[src/scwc_pkg.sv]
// scwc_pkg: offsets, field positions, reset values and shared types for the
// scsi control two/three register bank.
// assumes a 32-bit apb register bus with 8-bit registers in the low lane, except the parity seed, which reads back 16 bits.
package scwc_pkg;

  // register byte offsets (printed offsets 0x02/0x03 are not word aligned,
  // so they are indices and the byte address is four times the index)
  localparam logic [7:0] SCWC_IDX_CTL_TWO   = 8'h02;
  localparam logic [7:0] SCWC_IDX_CTL_THREE = 8'h03;
  localparam logic [7:0] SCWC_IDX_EVENTS    = 8'h04;
  localparam logic [7:0] SCWC_IDX_PARITY    = 8'h05;
  localparam logic [7:0] SCWC_IDX_PAR_SEED  = 8'h06;

  // control two field positions
  localparam int SCWC_B_DISC_UNEXP = 7;
  localparam int SCWC_B_CHAINED    = 6;
  localparam int SCWC_B_PAR_MODE   = 5;
  localparam int SCWC_B_PAR_HIGH   = 4;
  localparam int SCWC_B_WIDE_SEND  = 3;
  localparam int SCWC_B_GRP_VENDOR = 2;
  localparam int SCWC_B_RELOAD_DIS = 1;
  localparam int SCWC_B_WIDE_RECV  = 0;

  // control three field positions
  localparam int SCWC_B_ULTRA      = 7;
  localparam int SCWC_B_SYNC_LSB   = 4;
  localparam int SCWC_B_WIDE_EN    = 3;
  localparam int SCWC_B_CORE_LSB   = 0;

  // event status bit: unexpected disconnect, as in interrupt status bit 2
  localparam int SCWC_B_UNEXP_DISC = 2;

  localparam logic [7:0] SCWC_RST_CTL_TWO   = 8'h00;
  localparam logic [7:0] SCWC_RST_CTL_THREE = 8'h00;

  // request/ack filter periods in ns
  localparam int SCWC_FILTER_ULTRA_NS = 15;
  localparam int SCWC_CLK_NS          = 10;
  localparam int SCWC_FILTER_ULTRA_CYC =
    (SCWC_FILTER_ULTRA_NS + SCWC_CLK_NS - 1) / SCWC_CLK_NS;

  // divide factor in half steps: code -> 2*factor
  localparam logic [3:0] SCWC_DIV2_CODE0 = 4'h6;
  localparam logic [3:0] SCWC_DIV2_CODE1 = 4'h2;
  localparam logic [3:0] SCWC_DIV2_CODE2 = 4'h3;
  localparam logic [3:0] SCWC_DIV2_CODE3 = 4'h4;
  localparam logic [3:0] SCWC_DIV2_CODE4 = 4'h6;
  localparam logic [3:0] SCWC_DIV2_CODE5 = 4'h8;

  // core transfer events from the scsi sequencer
  typedef struct packed {
    logic initiator;       // core is in initiator mode
    logic bus_free;        // pulse: bus entered bus free phase
    logic sel_done;        // pulse: reselected or selected another device
    logic chain_move;      // pulse: chained block move started
    logic plain_move;      // pulse: ordinary block move started
    logic xfer_start;      // pulse: data transfer starts
    logic xfer_send;       // direction of that transfer, 1 = send
    logic xfer_wide;       // transfer is a wide data phase
    logic xfer_end;        // pulse: transfer ends
    logic xfer_odd;        // it ended on an odd byte
    logic async_tgt_recv;  // pulse: asynchronous target receive starts
    logic grp_vendor;      // group code class of first command byte
    logic cmd_first_byte;  // pulse: first command byte received
    logic grp_standard;    // that byte is a standard group code
  } scwc_evt_t;

  // decoded controls toward the scsi core
  typedef struct packed {
    logic       ultra_filter;   // use the short req/ack filter
    logic       wide_bus;       // data phases use both lanes
    logic [3:0] sync_div2;      // twice the sync divide factor
    logic [3:0] core_div2;      // twice the core divide factor
    logic       div_reserved;   // a reserved code is programmed
    logic       chained;        // chained transfer mode
    logic       hold_send_low;  // send: latched byte goes out as low byte
    logic       hold_recv_high; // receive: residue byte delivered first
    logic       reload_count;   // pulse: reload block move byte count
    logic       unexp_disc;     // pulse: unexpected disconnect
    logic       clear_imm_arb;  // pulse: drop immediate arbitration
  } scwc_ctl_t;

endpackage

[src/scwc_regs.sv]
// scwc_regs: scsi control two/three register bank with apb slave.
// assumes core events arrive as single-cycle pulses synchronous to pclk.
// Behaviour
// RULE1: flag unexpected disconnect on bus free, initiator
// RULE2: set disconnect flag on select or reselect
// RULE3: software clears disconnect flag before expected disconnect
// RULE4: chained move sets, plain move clears chained
// RULE5: odd chained end keeps byte for pairing
// RULE6: parity mode shows one byte, accepts seed
// RULE7: high select picks parity word byte
// RULE8: wide send bit reads flag, write clears
// RULE9: held send byte goes out as low
// RULE10: receive or narrow transfer clears wide send
// RULE11: group code flag reloaded on target receive
// RULE12: reload byte count unless reload disabled
// RULE13: wide receive bit reads flag, write clears
// RULE14: partial wide receive holds high byte
// RULE15: send or narrow transfer clears wide receive
// RULE16: ultra forces 15 ns filter
// RULE17: ultra only with 80 MHz clock; the bank does not check the clock, the ultra bit alone sets the filter
// RULE18: sync divide field feeds sync logic
// RULE19: wide enable selects 16-bit data lanes
// RULE20: clearing wide enable clears wide receive
// RULE21: divide codes map to factors, two reserved
// RULE22: software picks core divide from frequency
// RULE23: unexpected disconnect clears immediate arbitration
//
// Added by the designer: register access over APB.
`timescale 1ns/1ns
`default_nettype none
module scwc_regs
  import scwc_pkg::*;
(
  input  wire logic                   pclk,
  input  wire logic                   presetn,
  input  wire logic                   psel,
  input  wire logic                   penable,
  input  wire logic                   pwrite,
  input  wire logic [9:0]             paddr,
  input  wire logic [31:0]            pwdata,
  input  wire logic [3:0]             pstrb,
  output logic      [31:0]            prdata,
  output logic                        pready,
  output logic                        pslverr,
  input  wire scwc_pkg::scwc_evt_t    evt,
  input  wire logic [15:0]            parity_word,
  output logic      [15:0]            parity_seed,
  output logic                        parity_seed_load,
  output scwc_pkg::scwc_ctl_t         ctl
);
  import scwc_pkg::*;

  typedef struct packed {
    logic [7:0]  ctl_two;
    logic [7:0]  ctl_three;
    logic        unexp_disc_sticky;
    logic [15:0] seed;
    logic        seed_load;
    logic [31:0] rdata;
    scwc_ctl_t   out;
  } scwc_state_t;

  scwc_state_t st;
  scwc_state_t next_st;

  logic       acc;
  logic       wr;
  logic       rd;
  logic [7:0] idx;
  logic       mapped;
  logic [7:0] par_view;
  logic [7:0] wdat;

  // apb decode: zero-wait slave, unmapped addresses answer with pslverr
  assign acc    = psel && penable;
  assign wr     = acc && pwrite && pstrb[0];
  assign rd     = acc && !pwrite;
  assign idx    = paddr[9:2];
  assign wdat   = pwdata[7:0];
  assign mapped = (idx >= SCWC_IDX_CTL_TWO) && (idx <= SCWC_IDX_PAR_SEED) &&
                  (paddr[1:0] == 2'h0);
  assign pready  = 1'b1;
  assign pslverr = acc && !mapped;

  // RULE6 parity view: legacy low byte unless the view mode is on
  // RULE7 high select picks the upper parity byte
  assign par_view = (st.ctl_two[SCWC_B_PAR_MODE] && st.ctl_two[SCWC_B_PAR_HIGH]) ?
                    parity_word[15:8] : parity_word[7:0];

  function automatic logic [3:0] scwc_div2(input logic [2:0] code);
    // RULE21 divide code to twice the factor; reserved codes fall back
    unique case (code)
      3'h0:    scwc_div2 = SCWC_DIV2_CODE0;
      3'h1:    scwc_div2 = SCWC_DIV2_CODE1;
      3'h2:    scwc_div2 = SCWC_DIV2_CODE2;
      3'h3:    scwc_div2 = SCWC_DIV2_CODE3;
      3'h4:    scwc_div2 = SCWC_DIV2_CODE4;
      3'h5:    scwc_div2 = SCWC_DIV2_CODE5;
      default: scwc_div2 = SCWC_DIV2_CODE0;
    endcase
  endfunction

  // next state: software writes first, hardware events after, so a hardware event wins
  always_comb begin
    next_st = st;
    next_st.seed_load = 1'b0;
    next_st.out.reload_count  = 1'b0;
    next_st.out.unexp_disc    = 1'b0;
    next_st.out.clear_imm_arb = 1'b0;

    // software writes; status bits keep their value, write-one clears
    if (wr && idx == SCWC_IDX_CTL_TWO) begin
      next_st.ctl_two[7:4] = wdat[7:4];
      next_st.ctl_two[SCWC_B_RELOAD_DIS] = wdat[SCWC_B_RELOAD_DIS];
      // RULE8 write one clears wide send, nothing to reset afterwards
      if (wdat[SCWC_B_WIDE_SEND]) begin
        next_st.ctl_two[SCWC_B_WIDE_SEND] = 1'b0;
      end
      // RULE13 write one clears wide receive, self-resetting
      if (wdat[SCWC_B_WIDE_RECV]) begin
        next_st.ctl_two[SCWC_B_WIDE_RECV] = 1'b0;
      end
    end
    if (wr && idx == SCWC_IDX_CTL_THREE) begin
      next_st.ctl_three = wdat;
      // RULE20 dropping wide enable discards the residue flag
      if (!wdat[SCWC_B_WIDE_EN]) begin
        next_st.ctl_two[SCWC_B_WIDE_RECV] = 1'b0;
      end
    end
    // event status: write one to clear
    if (wr && idx == SCWC_IDX_EVENTS && wdat[SCWC_B_UNEXP_DISC]) begin
      next_st.unexp_disc_sticky = 1'b0;
    end
    // RULE6 seed only accepted in view mode, into the selected byte
    if (wr && idx == SCWC_IDX_PAR_SEED && st.ctl_two[SCWC_B_PAR_MODE]) begin
      if (st.ctl_two[SCWC_B_PAR_HIGH]) begin
        next_st.seed[15:8] = wdat;
      end else begin
        next_st.seed[7:0] = wdat;
      end
      next_st.seed_load = 1'b1;
    end

    // RULE2 selection sets the disconnect-unexpected bit
    if (evt.sel_done) begin
      next_st.ctl_two[SCWC_B_DISC_UNEXP] = 1'b1;
    end
    // RULE1 bus free while not expected: flag error
    // RULE23 and cancel immediate arbitration instead of arbitrating
    if (evt.bus_free && evt.initiator && st.ctl_two[SCWC_B_DISC_UNEXP]) begin
      next_st.unexp_disc_sticky = 1'b1;
      next_st.out.unexp_disc    = 1'b1;
      next_st.out.clear_imm_arb = 1'b1;
    end
    // RULE4 chained move sets, plain move clears
    if (evt.chain_move) begin
      next_st.ctl_two[SCWC_B_CHAINED] = 1'b1;
    end else if (evt.plain_move) begin
      next_st.ctl_two[SCWC_B_CHAINED] = 1'b0;
    end
    // RULE10 receive or narrow transfer clears wide send
    // RULE15 send or narrow transfer clears wide receive
    if (evt.xfer_start) begin
      if (!evt.xfer_send || !evt.xfer_wide) begin
        next_st.ctl_two[SCWC_B_WIDE_SEND] = 1'b0;
      end
      if (evt.xfer_send || !evt.xfer_wide) begin
        next_st.ctl_two[SCWC_B_WIDE_RECV] = 1'b0;
      end
    end
    // RULE5 odd chained end keeps the byte; RULE14 receive holds high byte
    if (evt.xfer_end && evt.xfer_odd && evt.xfer_wide && st.ctl_three[SCWC_B_WIDE_EN]) begin
      if (evt.xfer_send && st.ctl_two[SCWC_B_CHAINED]) begin
        next_st.ctl_two[SCWC_B_WIDE_SEND] = 1'b1;
      end else if (!evt.xfer_send) begin
        next_st.ctl_two[SCWC_B_WIDE_RECV] = 1'b1;
      end
    end
    // RULE11 group code flag reloaded at asynchronous target receive
    if (evt.async_tgt_recv) begin
      next_st.ctl_two[SCWC_B_GRP_VENDOR] = evt.grp_vendor;
    end
    // RULE12 reload byte count on standard code unless disabled
    if (evt.cmd_first_byte && evt.grp_standard && !st.ctl_two[SCWC_B_RELOAD_DIS]) begin
      next_st.out.reload_count = 1'b1;
    end

    // decoded controls
    // RULE16 ultra forces the short filter
    next_st.out.ultra_filter   = next_st.ctl_three[SCWC_B_ULTRA];
    // RULE19 wide enable opens the upper lane for data phases
    next_st.out.wide_bus       = next_st.ctl_three[SCWC_B_WIDE_EN];
    // RULE18 sync factor feeds the synchronous logic
    next_st.out.sync_div2      = scwc_div2(next_st.ctl_three[6:4]);
    next_st.out.core_div2      = scwc_div2(next_st.ctl_three[2:0]);
    next_st.out.div_reserved   = (next_st.ctl_three[6:5] == 2'h3) ||
                                 (next_st.ctl_three[2:1] == 2'h3);
    next_st.out.chained        = next_st.ctl_two[SCWC_B_CHAINED];
    // RULE9 latched send byte goes out as low byte
    next_st.out.hold_send_low  = next_st.ctl_two[SCWC_B_WIDE_SEND];
    next_st.out.hold_recv_high = next_st.ctl_two[SCWC_B_WIDE_RECV];

    // read data registered at setup, valid in the access cycle
    next_st.rdata = 32'h0000_0000;
    if (psel && !penable && !pwrite) begin
      unique case (idx)
        SCWC_IDX_CTL_TWO:   next_st.rdata[7:0] = st.ctl_two;
        SCWC_IDX_CTL_THREE: next_st.rdata[7:0] = st.ctl_three;
        SCWC_IDX_EVENTS:    next_st.rdata[SCWC_B_UNEXP_DISC] = st.unexp_disc_sticky;
        SCWC_IDX_PARITY:    next_st.rdata[7:0] = par_view;
        SCWC_IDX_PAR_SEED:  next_st.rdata[15:0] = st.seed;
        default:            next_st.rdata = 32'h0000_0000;
      endcase
    end
  end

  // state register
  always_ff @(posedge pclk or negedge presetn) begin
    if (!presetn) begin
      st <= '0;
    end else begin
      st <= next_st;
    end
  end

  assign prdata           = rd ? st.rdata : 32'h0000_0000;
  assign ctl              = st.out;
  assign parity_seed      = st.seed;
  assign parity_seed_load = st.seed_load;
endmodule
`default_nettype wire

[config.mk]
export PLATFORM = sky130hd
export DESIGN_NAME = scwc_regs
export DESIGN_NICKNAME = d
export VERILOG_FILES = /design/src/scwc_pkg.sv /design/src/scwc_regs.sv
export SDC_FILE = /design/constraint.sdc
export NUM_CORES = 1
export LEC_CHECK = 0
export ABC_AREA = 0
export BUFFER_PORTS_ARGS = -buffer_cell sky130_fd_sc_hd__buf_2
export CAP_MARGIN = 20
export CORE_UTILIZATION = 39
export CTS_CLUSTER_DIAMETER = 30
export CTS_CLUSTER_SIZE = 25
export DETAILED_ROUTE_END_ITERATION = 8
export GPL_TIMING_DRIVEN = 1
export PLACE_DENSITY = 0.66
export SLEW_MARGIN = 20
export SYNTH_ARGS = -nofsm -noshare
export SYNTH_HDL_FRONTEND = slang
export SYNTH_SLANG_ARGS = --single-unit
[constraint.sdc]
create_clock -name pclk -period 1.7 [get_ports pclk]
set_input_delay 0.085 -clock pclk [delete_from_list [all_inputs] [get_ports pclk]]
set_output_delay 0.085 -clock pclk [all_outputs]
set_load 0.02 [all_outputs]
==> metrics.md <==
| Metric | Value |
|---|---|
| First-pass GRT wire length | 12440 um |
| Dpl hpwl | 5993 um |
| Drt first pass iters | 4 |
| CP peak stage delay | 0.43 ns |
| Worst slew pin tran | 0.5306 ns |
| Overflow after GRT | 0 |
| Antenna viol nets, final | 0 |
| Cells on worst reg2reg path | 5 |
| Post-synth EDFFs | 0 |
| Synthesized area per cell | 10.44 sq um |
| WL final | 7846 um |
| Num CTS Buffers | 9 |
| Max Buffers Root-to-Sink | 2 |
| Min-Delay Path Depth | 3 |
| Distinct cells, synth | 46 |
| #FFs+latches synth | 61 |
| Final nets | 490 |
| Via count | 2550 |
| Fill cells | 769 |
| I/O pin cnt | 149 |
| Outcome | completed |
| RSZ-0062 raised after global routing | false |
| Final setup vio count | 0 |
| Max Used Layer | met4 |
| Syn-to-layout area delta | 21.78% |
| Tot GR Track Use | 0.1909 |
| Routed length on met1 | 3316 um |
| Cells after Synth | 313 |
| CP Capture Type | flip-flop |
| Length of routed met3 wiring | 589 um |
| Placed instance count | 494 |
| Sequential fraction of the synthesis area | 0.4671 |
| Final Hold Violating Endpoints | 0 |
| Fraction of layout cells with a size suffix above 1 | 0.4286 |
| Port-buffer cells | 104 |
| Initial Util | 0.3998 |
| Max FO, Critical Path | 5 |
| Antenna violations before repair | 0 |
| Die W | 93.54 um |
| CTS sink cnt | 61 |
| Inserted Diodes | 0 |
| GPL Wtd Cong | 0.8536 |
| Lkg Pwr | 2.093 nW |
| Hold path start | pwdata[7] |
| Largest net degree at the start of global routing | 24 |
| Wire length per cell | 15.15 um |
| Syn Std Cell Area | 3268 sq um |
| Fin cells | 518 |
| Synth Flop Type | dfrtp_1 |
| Worst-skew pair later-pin latency | 0.33 ns |
| Core Area | 8175 sq um |
| Slew HR | 0.6455 |
| Fin crit period | 1.580 ns |
| Synth warn | 0 |
| Crit start category | flip-flop |
| WL met2 | 3853 um |
| Vias in the first global route | 2481 |
| Slew Viols, Final | 0 |
| Hold EP | st[74] |
| Worst VDD drop | 0.0003344 V |
| DRT iter0 DRCs | 179 |
| Total Die Area | 8750 sq um |
| Most common cell after layout, fill and taps aside | buf_2 |
| Via/cell ratio | 4.923 |
| Most frequent cells in the layout | buf_2 (104), dfrtp_1 (61), mux2_2 (31) |
| FF-to-FF setup slack | 0.12 ns |
| Crit-path slowest cell | dfrtp_1 |
| Die height | 93.54 um |
| Max Cap Viol | 0 |
| Period utilization | 0.9295 |
| Beginning of the worst register-to-register path | st[79] |
| Num rows | 33 |
| Crit path DAT | 1.79 ns |
| PwrDens | 743.7 nW/um^2 |
| RR Endpoint | st[18] |
| Hold Path Class | in -> reg |
| CTS Root Cell | clkbuf_8 |
| Max Clk Rate | 0.6329 GHz |
| Worst EP required | 1.91 ns |
| Ys async rst share | 1.000 |
| Clock slew seen by the registers of the worst setup and hold paths | 0.07 ns |
| Worst hold slack | 0.01668 ns |
| Worst-path cell chain | nand2_1, buf_4, mux2_2, a222oi_1, nor2_1 |
| TritonCTS clock tree | built |
| CP Class | reg -> reg |
| Detailed-route DRC error count | 0 |
| Setup Skew | 0.008042 ns |
| CTS H-Tree Depth | 3 |
==> routing by layer <==
layer | vias up | global-route usage
met2 | 109 | 0.3021
met5 | - | 0
met3 | 9 | 0.03577
met1 | 1222 | 0.2543
met4 | 0 | 0.08462
li1 | 1210 | -
==> flip-flops by register name, indices dropped and copies added, names as in the netlist <==
name / count
st: 33
ctl: 11
parity_seed_load: 1
parity_seed: 16
==> where the power goes <==
part | switching (mW) | total, mW | internal [mW]
clock network | 0.549 | 1.21 | 0.661
registers | 0.00822 | 1.47 | 1.46
logic | 0.169 | 0.281 | 0.112
total | 0.726 | 2.96 | 2.23
==> cell families after synthesis <==
kind of cell | synth area share
flops | 0.4671
compound gates | 0.08232
xor+xnor | 0.01340
simple gates | 0.1838
mux | 0.1129
other cells | 0.002298
buf+inv | 0.1382
==> cells in the mapped netlist, drive strengths merged (2+ instances only) <==
master,count,area share
a22oi,7,0.016
inv,6,0.0069
a21oi,6,0.0092
nor4b,3,0.010
buf,56,0.12
dfrtp,61,0.47
and3,6,0.011
a221oi,2,0.0054
nor2b,3,0.0057
nand3,8,0.012
o31ai,4,0.0092
and2,25,0.048
a31oi,3,0.0057
o21ai,7,0.011
and4bb,2,0.0077
xor2,5,0.013
clkbuf,7,0.0080
nand2,30,0.034
nand2b,2,0.0038
mux2i,2,0.0061
nor4,3,0.012
mux2,31,0.11
nor2,12,0.015
a222oi,3,0.0092
nor3b,3,0.0069
conb,2,0.0023
nand4,3,0.0057
==> how the worst max path moves through the flow <==
stage	slack, ns	to	cells after the start	from
final	0.12	st[18]	5	st[79]
after global placement	0.002	parity_seed[13]	5	paddr[7]
after floorplan	0.07	parity_seed[10]	6	paddr[5]
after detailed placement	-0.02	parity_seed[13]	5	paddr[7]
after global routing	0.02	st[18]	5	st[79]
after CTS	0.14	st[18]	5	st[79]
==> layout make-up <==
cell class	instances	area (sq um)	share of cell area
clock inverters	5	52.55	0.01320
well taps	105	131.4	0.03301
clock buffers	10	127.6	0.03207
multi-input cells	198	1346	0.3383
repair buffers	133	773.2	0.1943
inverters	6	22.52	0.005659
flip-flops and latches	61	1526	0.3835
==> per-stage QoR <==
| step | TNS (ns) | power, mW | setup WS [ns] | instance area (sq um) | util |
|---|---|---|---|---|---|
| 6_report | 0 | 2.960 | 0.1198 | 3980 | 0.4868 |
| 5_1_grt | 0 | 3.075 | 0.01639 | 3980 | 0.4868 |
| 3_3_place_gp | 0 | 1.757 | 0.001632 | 3710 | 0.4538 |
| 3_5_place_dp | -0.1415 | 1.761 | -0.02223 | 3710 | 0.4538 |
| 4_1_cts | 0 | 2.991 | 0.1433 | 3980 | 0.4868 |
| 2_1_floorplan | 0 | 1.652 | 0.07372 | 3324 | - |
==> critical path, delay by kind of cell, from the launching register on <==
kind / cells / cell delay, ns
flip-flops: 1 / 0.43
buffers and inverters: 1 / 0.17
AND/OR/NAND/NOR: 2 / 0.19
multiplexers: 1 / 0.35
AO/OA/AOI/OAI: 1 / 0.32
==> timing repair <==
action	CTS	global route
buffers inserted	0	0
hold buffers	9	0
endpoints found under the hold margin	23	0
gates resized for setup	0	0
Power figures use the tool's default switching activity.
